--- src/rtl/cmb_pkg.sv ---
// Package for the second comparator's configuration register block.
// Assumes an 8-bit special-function-register port on the system clock.
package cmb_pkg;
  localparam logic [7:0] CMB_MODE_ADDR = 8'h9C;
  localparam logic [7:0] CMB_INSEL_ADDR = 8'h9E;
  localparam logic [7:0] CMB_REG_ADDR_DEFAULT = 8'hC9;
  localparam logic [7:0] CMB_MODE_RESET = 8'h02;
  localparam logic [7:0] CMB_INSEL_RESET = 8'h00;
  localparam logic [7:0] CMB_REGCTL_RESET = 8'h00;
  localparam logic [7:0] CMB_MODE_WMASK = 8'h33;
  localparam logic [7:0] CMB_INSEL_WMASK = 8'h77;
  localparam logic [7:0] CMB_REGCTL_WMASK = 8'h90;
  localparam int CMB_RISE_IE_BIT = 5;
  localparam int CMB_FALL_IE_BIT = 4;
  localparam int CMB_MODE_LSB = 0;
  localparam int CMB_NEG_LSB = 4;
  localparam int CMB_POS_LSB = 0;
  localparam int CMB_REG_DIS_BIT = 7;
  localparam int CMB_REG_LP_BIT = 4;
  localparam int CMB_PKG_32 = 0;
  localparam int CMB_PKG_48 = 1;
  localparam int CMB_NSRC = 5;
  localparam logic [4:0] CMB_SEL_NONE = 5'h00;

  typedef enum logic [1:0]
  {
    CMB_RESP_FAST = 2'b00,
    CMB_RESP_MID1 = 2'b01,
    CMB_RESP_MID2 = 2'b10,
    CMB_RESP_LOWPWR = 2'b11
  } cmb_resp_t;

  typedef struct packed
  {
    logic wr;
    logic rd;
    logic [7:0] addr;
    logic [7:0] wdata;
  } cmb_sfr_req_t;

  typedef struct packed
  {
    logic regulatorOn;
    logic regulatorLowPower;
  } cmb_reg_ctl_t;
endpackage

--- src/rtl/cmb_config_regs.sv ---
// Configuration registers of the second comparator plus regulator control bits.
// Assumes the CPU drives a synchronous SFR port; the comparator output is asynchronous.
`timescale 1ns/1ps

// Overview of operation
// - Negative select bits 6:4 on 32-pin parts pick P1.3, P1.7, P2.3, P2.7, P0.5.
// - Negative select on 48-pin parts picks P2.3, P3.1, P4.0, P4.6, P1.2.
// - Positive select bits 2:0 on 32-pin parts pick P1.2, P1.6, P2.2, P2.6, P0.4.
// - Positive select on 48-pin parts picks P2.2, P3.0, P3.7, P4.5, P1.1.
// - The package parameter leaves both select outputs in code order; only the pin names differ per package.
// - Input select bits 7 and 3 read zero and ignore writes.
// - Mode bits 7 and 6 read zero and ignore writes.
// - Mode bit 5 enables the rising-edge interrupt.
// - Mode bit 4 enables the falling-edge interrupt.
// - Mode bits 1:0 pick response: 00 fastest through 11 lowest power.
// - Software enables or disables the regulator; the enable output follows.
// - A regulator bit selects normal or low-power suspend mode.
// - Rising-edge flag sets on an output rise and holds until cleared.
// - Falling-edge flag sets on an output fall and holds until cleared.
module cmb_config_regs
  import cmb_pkg::*;
#(
  parameter int PKG_TYPE = CMB_PKG_32,
  parameter logic [7:0] REGCTL_ADDR = CMB_REG_ADDR_DEFAULT
)
(
  input wire logic ref_clk,
  input wire logic nrst,
  input wire cmb_sfr_req_t sfrReq,
  input wire logic flagClrRise,
  input wire logic flagClrFall,
  input wire logic cmpOutAsync,
  output logic [7:0] sfrRdata,
  output logic [4:0] posPinSel,
  output logic [4:0] negPinSel,
  output cmb_resp_t responseMode,
  output logic riseEdgeFlag,
  output logic fallEdgeFlag,
  output logic cmpIrq,
  output cmb_reg_ctl_t regCtl
);

  // Select outputs are one-hot over the five candidate pins, or zero for codes 5 to 7; the pin names for
  // each bit depend on the package and are listed in the mapping function.
  logic [7:0] mode_reg, mode_next;
  logic [7:0] insel_reg, insel_next;
  logic [7:0] regctl_reg, regctl_next;
  logic [7:0] rdata_reg, rdata_next;
  logic [4:0] pos_reg, pos_next;
  logic [4:0] neg_reg, neg_next;
  logic rise_reg, rise_next;
  logic fall_reg, fall_next;
  logic irq_reg, irq_next;
  logic sync1_reg, sync2_reg, last_reg;
  logic lastNext;
  // The regulator outputs get their own flop so the inverted enable comes straight from a register.
  cmb_reg_ctl_t ctl_reg, ctl_next;

  // Returns a one-hot pin select, or zero for codes 5 to 7; bit k is the k-th pin for the chosen package.
  // Both packages use code order, so only the pin naming differs per package.
  function automatic logic [4:0] pinDecode(input logic [2:0] code);
    logic [4:0] hot;
    hot = CMB_SEL_NONE;
    if (code < 3'(CMB_NSRC))
    begin
      hot = 5'(5'h01 << code);
    end
    return hot;
  endfunction

  // Package mapping: 32-pin neg P1.3,P1.7,P2.3,P2.7,P0.5; pos P1.2,P1.6,P2.2,P2.6,P0.4.
  // 48-pin neg P2.3,P3.1,P4.0,P4.6,P1.2; pos P2.2,P3.0,P3.7,P4.5,P1.1.
  logic [4:0] posHot, negHot;
  always_comb
  begin
    posHot = pinDecode(insel_reg[CMB_POS_LSB +: 3]);
    negHot = pinDecode(insel_reg[CMB_NEG_LSB +: 3]);
    if (PKG_TYPE == CMB_PKG_48)
    begin
      posHot = {posHot[4], posHot[3], posHot[2], posHot[1], posHot[0]};
      negHot = {negHot[4], negHot[3], negHot[2], negHot[1], negHot[0]};
    end
  end

  always_comb
  begin
    mode_next = mode_reg;
    insel_next = insel_reg;
    regctl_next = regctl_reg;
    rdata_next = rdata_reg;
    if (sfrReq.wr)
    begin
      if (sfrReq.addr == CMB_MODE_ADDR)
      begin
        mode_next = sfrReq.wdata & CMB_MODE_WMASK;
      end
      else if (sfrReq.addr == CMB_INSEL_ADDR)
      begin
        insel_next = sfrReq.wdata & CMB_INSEL_WMASK;
      end
      else if (sfrReq.addr == REGCTL_ADDR)
      begin
        regctl_next = sfrReq.wdata & CMB_REGCTL_WMASK;
      end
    end
    if (sfrReq.rd)
    begin
      if (sfrReq.addr == CMB_MODE_ADDR)
      begin
        rdata_next = mode_reg;
      end
      else if (sfrReq.addr == CMB_INSEL_ADDR)
      begin
        rdata_next = insel_reg;
      end
      else if (sfrReq.addr == REGCTL_ADDR)
      begin
        rdata_next = regctl_reg;
      end
      else
      begin
        rdata_next = 8'h00;
      end
    end
  end

  // Set wins over a clear in the same cycle so no edge is lost.
  always_comb
  begin
    lastNext = sync2_reg;
    rise_next = rise_reg;
    fall_next = fall_reg;
    if (flagClrRise)
    begin
      rise_next = 1'b0;
    end
    if (flagClrFall)
    begin
      fall_next = 1'b0;
    end
    if (sync2_reg && !last_reg)
    begin
      rise_next = 1'b1;
    end
    if (!sync2_reg && last_reg)
    begin
      fall_next = 1'b1;
    end
    irq_next = (rise_next && mode_next[CMB_RISE_IE_BIT]) || (fall_next && mode_next[CMB_FALL_IE_BIT]);
    pos_next = posHot;
    neg_next = negHot;
  end

  // Regulator control is kept as a disable bit, so reset leaves it running.
  always_comb
  begin
    ctl_next.regulatorOn = !regctl_next[CMB_REG_DIS_BIT];
    ctl_next.regulatorLowPower = regctl_next[CMB_REG_LP_BIT];
  end

  always_ff @(posedge ref_clk)
  begin
    if (!nrst)
    begin
      mode_reg <= CMB_MODE_RESET;
      insel_reg <= CMB_INSEL_RESET;
      regctl_reg <= CMB_REGCTL_RESET;
      rdata_reg <= 8'h00;
      pos_reg <= CMB_SEL_NONE;
      neg_reg <= CMB_SEL_NONE;
      rise_reg <= 1'b0;
      fall_reg <= 1'b0;
      irq_reg <= 1'b0;
      sync1_reg <= 1'b0;
      sync2_reg <= 1'b0;
      last_reg <= 1'b0;
      ctl_reg.regulatorOn <= !CMB_REGCTL_RESET[CMB_REG_DIS_BIT];
      ctl_reg.regulatorLowPower <= CMB_REGCTL_RESET[CMB_REG_LP_BIT];
    end
    else
    begin
      mode_reg <= mode_next;
      insel_reg <= insel_next;
      regctl_reg <= regctl_next;
      rdata_reg <= rdata_next;
      pos_reg <= pos_next;
      neg_reg <= neg_next;
      rise_reg <= rise_next;
      fall_reg <= fall_next;
      irq_reg <= irq_next;
      sync1_reg <= cmpOutAsync;
      sync2_reg <= sync1_reg;
      last_reg <= lastNext;
      ctl_reg <= ctl_next;
    end
  end

  assign sfrRdata = rdata_reg;
  assign posPinSel = pos_reg;
  assign negPinSel = neg_reg;
  assign responseMode = cmb_resp_t'(mode_reg[CMB_MODE_LSB +: 2]);
  assign riseEdgeFlag = rise_reg;
  assign fallEdgeFlag = fall_reg;
  assign cmpIrq = irq_reg;
  assign regCtl = ctl_reg;

endmodule

--- config.mk ---
export PLATFORM = sky130hd
export DESIGN_NAME = cmb_config_regs
export DESIGN_NICKNAME = d
export VERILOG_FILES = /design/src/rtl/cmb_pkg.sv /design/src/rtl/cmb_config_regs.sv
export SDC_FILE = /design/constraint.sdc
export NUM_CORES = 1
export LEC_CHECK = 0
export BUFFER_PORTS_ARGS = -buffer_cell sky130_fd_sc_hd__buf_2
export CORE_UTILIZATION = 43
export DETAILED_ROUTE_END_ITERATION = 10
export GPL_TIMING_DRIVEN = 0
export PLACE_DENSITY = 0.67
export SLEW_MARGIN = 30
export SYNTH_ARGS = -nofsm -noshare
export SYNTH_HDL_FRONTEND = slang
export SYNTH_SLANG_ARGS = --single-unit
--- constraint.sdc ---
create_clock -name ref_clk -period 2.55 [get_ports ref_clk]
set_input_delay 0 -clock ref_clk [delete_from_list [all_inputs] [get_ports ref_clk]]
set_output_delay 0 -clock ref_clk [all_outputs]
set_load 0.01 [all_outputs]
==> impl_metrics.ini, run 1 <==
[run_status]
outcome = complete, no violations

[yosys]
synthCells = 134
synthMuxAreaShare_pct = 8.82
synth_simple_gate_area_share_pct = 25.0
ys_ff_latch = 36
synth_cell_types = 30
synth-xor-area-share_pct = 0
syn_area_sq_um = 1360
syn_avg_cell_area_sq_um = 10.2
synth_top_family_by_area = simple AND/OR/NAND/NOR gates
synth_compound_area_share_pct = 7.81
synthAdderAreaFrac_pct = 0
synth_nets = 157
ys_warn_count = 0
ys_seq_area_share_pct = 52.9

[pwr]
peakVddDrop_uv = 355
swShare_pct = 23.9
combPwrFrac_pct = 7.1
p_leak_nw = 0.930
seq_power_share_pct = 61.0
p_clk_share_pct = 31.9
p_int_mw = 0.709
power_switching_mw = 0.223
p_per_area_nw_per_um2 = 514
total_power_mw = 0.932

[global_routing]
overflow = 0
grt_antenna_before_repair = 0
grt_pass1_wl_mm = 4.41
grt_use_total_pct = 18.1
grt_pass1_vias = 1056
grt_start_max_net_pins = 13

[die]
die_area_sq_um = 3390
die_w_um = 58.3
die_h_um = 58.3
ios = 48
initial_core_util_pct = 45.0
core_area_sq_um = 3030
rows = 20

[timing]
finalHoldViolations = 0
drv_slew = 0
hold_ws_ps = 11.1
worst_slack_ps = 1350
rsz0062_at_grt = no
finalCriticalPeriod_ps = 1200
fin_skew_ps = 10.6
fin_tns_setup_ps = 0
clock.fmax_mhz = 832
setup-violations-final = 0
min_period_over_period_pct = 47.1

[run]
cap_violations = 0

[routing]
via_count = 1133
wl_met1_mm = 1.18
met2RoutedLength_mm = 1.32
vias_per_cell = 4.68
drc = 0
drtIter0Drc = 19
wl_per_cell_um = 11.1
firstDrtPassIters = 4
ant_nets = 0
route.top_layer_used = met4
routed_wl_mm = 2.68
route.met3.wl_um = 115

[setup_path]
slowest_stage = dlygate4sd3_1
start_kind = flop
path_max_fanout = 5
crit_path_cell_trace = nand2_1 -> mux2i_1 -> dlygate4sd3_1
cp-end-kind = flop
max_stage_delay_ps = 550
crit_required_ps = 2850
path_delay_family = buffers and inverters
worst-path-buf-inv = 1
path_class = flop to flop
crit_arrival_ps = 1500

[finish]
final_nets = 220
largest_reg_flops = 7
drive_gt1_share_pct = 30.8
n_fill_cell = 279
seqCellArea_sq_um = 721
syn2layout_area_growth_pct = 33.2
multi_input_area_sq_um = 571
n_antenna_cell = 0
final_util_pct = 59.9

[clock_tree]
clock_latency_ps = 350
hold_buffers = 12
cts_tree = done
ctsRootBufferMaster = clkbuf_4
clock_sinks = 36
htreeDepth = 2
numCtsBuffers = 5
cts_setup_buffers = 0
post_cts_resized = 0
path_clk_slew_ps = 110
clockBufferDepth = 2

[hold_path]
hold_class = input port to flop

[placed_design]
gp_congestion = 0.739
hpwl_mm = 1.96
port_buffers = 44
place_ws_ps = 1420
## power groups by stage
stage	registers, mW	clock network, mW	logic (mW)
6_report	0.568	0.298	0.0664
5_1_grt	0.569	0.333	0.0730
4_1_cts	0.569	0.309	0.0666
3_5_place_dp	0.581	0	0.0546
3_3_place_gp	0.581	0	0.0537
2_1_floorplan	0.583	0	0.0262
## stage by stage
stage / area, sq um / std cells
3_5_place_dp: 1640 / 222
4_1_cts: 1810 / 242
3_3_place_gp: 1640 / 222
2_1_floorplan: 1360 / 134
6_report: 1810 / 242
5_1_grt: 1810 / 242
## final cells by class
| type | instances | area share, % |
|---|---|---|
| Buffer | 8 | 2.62 |
| Tap cell | 44 | 3.04 |
| Inverter | 6 | 1.24 |
| Multi-Input combinational cell | 84 | 31.5 |
| Timing Repair Buffer | 56 | 18.8 |
| Clock buffer | 5 | 2.07 |
| Clock inverter | 3 | 1.04 |
| Sequential cell | 36 | 39.8 |
## tightest hold or removal path, delay by kind of cell
kind                   cells  cell delay [ps]
multiplexers               1               80
AND/OR/NAND/NOR            1              110
buffers and inverters      1              130
## metal layers
layer	vias to the layer above	track usage, %
met1	517	18.1
li1	582	-
met3	7	6.70
met2	27	32.5
met4	0	9.18
met5	-	0
## cell usage after synthesis (all sizes together)
cell    instances  area, sq um
dfxtp          36          721
nand2          14         55.1
mux2i          12          120
nor2b          10         62.6
buf             6         40.0
inv             6         22.5
a22o            4         35.0
nand2b          4         25.0
nor2            4         15.0
and2            3         18.8
and3            3         18.8
and3b           3         26.3
and4bb          3         37.5
nor3            3         15.0
o21ai           3         15.0
o22ai           3         18.8
a21o            2         15.0
a22oi           2         15.0
clkbuf          2         7.51
nand3           2         15.0
nand3b          2         15.0
nand4           2         12.5
nor3b           2         15.0
a21boi          1         7.51
conb            1         3.75
nand4b          1         8.76
## logic make-up (layout without fill, tap and decap cells)
family          after synthesis  count (layout)
compound gates               15              15
other cells                   1               1
mux                          12              12
buf+inv                      14              78
flops                        36              36
simple gates                 56              56
## layout by cell type, fill, tap and decap left out, types with 2 or more instances in the layout
cell	count
o22ai_1	3
inv_1	6
nand4_1	2
dlygate4sd3_1	12
clkinv_2	2
and2_1	3
o21ai_1	3
nor3_1	3
a22oi_1	2
nand3b_1	2
clkbuf_4	5
buf_4	4
nor2_1	4
nor2b_1	10
nand2_1	13
buf_2	46
and3b_1	3
and3_1	3
and4bb_1	2
a22o_1	4
a21o_1	2
dfxtp_1	36
mux2i_1	12
clkbuf_1	2
nor3b_1	2
nand2b_1	4
## path summary, 6_finish.rpt
check / startpoint / to / slack, ps / cells after the start
worst max register to register: insel_reg[6] / insel_reg[6] / 1350 / 3
worst min-delay path: sfrReq[17] / insel_reg[2] / 10 / 3
worst min register to register: sync1_reg / lastNext / 460 / 1
worst max-delay path: insel_reg[6] / insel_reg[6] / 1350 / 3
(Power assumes the default switching activity.)
==> inputs of run 2 (changes only) <==
==> constraint.sdc (replaced) <==
create_clock -name ref_clk -period 1.2 [get_ports ref_clk]
set_input_delay 0 -clock ref_clk [delete_from_list [all_inputs] [get_ports ref_clk]]
set_output_delay 0 -clock ref_clk [all_outputs]
set_load 0.01 [all_outputs]
==> impl_metrics.ini, run 2 (synthesis results as in run 1) <==
[clock_tree]
htreeDepth = 2
clockBufferDepth = 2
numCtsBuffers = 5
path_clk_slew_ps = 100
cts_tree = done
clock_latency_ps = 360
clock_sinks = 36
ctsRootBufferMaster = clkbuf_4

[pwr]
peakVddDrop_uv = 755
power_switching_mw = 0.478
seq_power_share_pct = 60.7
p_int_mw = 1.51
combPwrFrac_pct = 7.3
p_leak_nw = 0.921
swShare_pct = 24.0
p_per_area_nw_per_um2 = 1100
p_clk_share_pct = 32.0

[placed_design]
gp_congestion = 0.739
hpwl_mm = 1.96
placed_area_sq_um = 1640
place_ws_ps = 71.0
port_buffers = 44

[die]
rows = 20
core_area_sq_um = 3030
ios = 48
die_w_um = 58.3
die_h_um = 58.3
initial_core_util_pct = 45.0
die_area_sq_um = 3390

[setup_path]
crit_required_ps = 1460
crit_arrival_ps = 1410
cp-end-kind = flop
slowest_stage = dlygate4sd3_1
crit_path_cell_trace = dlygate4sd3_1 -> buf_4 -> and3b_1 -> and3_1 -> a22o_1 -> a21o_1
path_class = input port to flop
path_max_fanout = 10
max_stage_delay_ps = 540
start_kind = input port

[run]
cap_violations = 0

[finish]
n_antenna_cell = 0
final_cell_mix = buf_2, dfxtp_1, nand2_1
final_util_pct = 59.6
largest_reg_flops = 7
drive_gt1_share_pct = 31.0
final_common_cell = buf_2
syn2layout_area_growth_pct = 32.6
final_nets = 219
design_area_sq_um = 1810

[global_routing]
grt_antenna_before_repair = 0
grt_pass1_vias = 1043
overflow = 0
grt_use_total_pct = 18.1
grt_pass1_wl_mm = 4.41
grt_start_max_net_pins = 13

[routing]
drtIter0Drc = 18
routed_wl_mm = 2.70
ant_nets = 0
firstDrtPassIters = 4
wl_per_cell_um = 11.2
drc = 0
via_count = 1131
vias_per_cell = 4.69

[timing]
clock.fmax_mhz = 863
finalHoldViolations = 0
fin_skew_ps = 14.0
min_period_over_period_pct = 96.6
fin_tns_setup_ps = 0
worst_slack_ps = 41.2
finalCriticalPeriod_ps = 1160
rsz0062_at_grt = no
setup-violations-final = 0
drv_slew = 0

[hold_path]
hold_class = input port to flop

[run_status]
outcome = complete, no violations
run 2: timing repair:
item                       in CTS  in global routing
setup buffers                   0                  0
hold buffers                   11                  0
setup endpoints to repair       0                  1
hold endpoints to repair       17                  0
resized for setup               0                  2
run 2: cell type report:
class | instances | area (sq um)
clock inverter | 3 | 18.8
timing repair buffer | 55 | 330
sequential | 36 | 721
fill | 278 | 1220
multi-input combinational | 84 | 571
clock buffer | 5 | 37.5
inverter | 6 | 22.5
buffer | 8 | 50.0
tap | 44 | 55.1
run 2: power by group through the flow:
stage / registers [mW] / clock network (mW) / logic (mW)
global route: 1.21 / 0.707 / 0.159
floorplan: 1.24 / 0 / 0.0556
global placement: 1.24 / 0 / 0.114
detailed placement: 1.24 / 0 / 0.116
CTS: 1.21 / 0.657 / 0.144
finish: 1.21 / 0.635 / 0.145
run 2: path summary, 6_finish.rpt:
check / cells after the start / end / slack (ps) / from
worst max-delay path: 6 / sfrRdata[1] / 40 / sfrReq[16]
worst min-delay path: 5 / fallEdgeFlag / 40 / flagClrFall
worst max register to register: 3 / sfrRdata[4] / 300 / mode_reg[4]
worst min register to register: 1 / lastNext / 460 / sync1_reg
run 2: stage by stage:
| step | power, mW | hold WS [ps] | std cells |
|---|---|---|---|
| floorplan | 1.29 | 125 | 134 |
| global placement | 1.35 | 208 | 222 |
| detailed placement | 1.35 | 216 | 222 |
| CTS | 2.01 | 28.7 | 241 |
| global route | 2.08 | 41.0 | 241 |
| finish | 1.99 | 38.6 | 241 |
run 2: critical path, delay by kind of cell:
kind / cells / cell delay, ps
buffers and inverters: 2 / 710
AND/OR/NAND/NOR: 2 / 380
AO/OA/AOI/OAI: 2 / 320
run 2: metal layers:
metal | GRT usage (%) | wire length [um] | vias to the layer above | share of wire [%]
li1 | - | - | 580 | -
met1 | 18.1 | 1180 | 517 | 44
met2 | 32.5 | 1340 | 27 | 50
met3 | 6.70 | 110 | 7 | 4.1
met4 | 9.18 | 60 | 0 | 2.2
met5 | 0 | 0 | - | 0
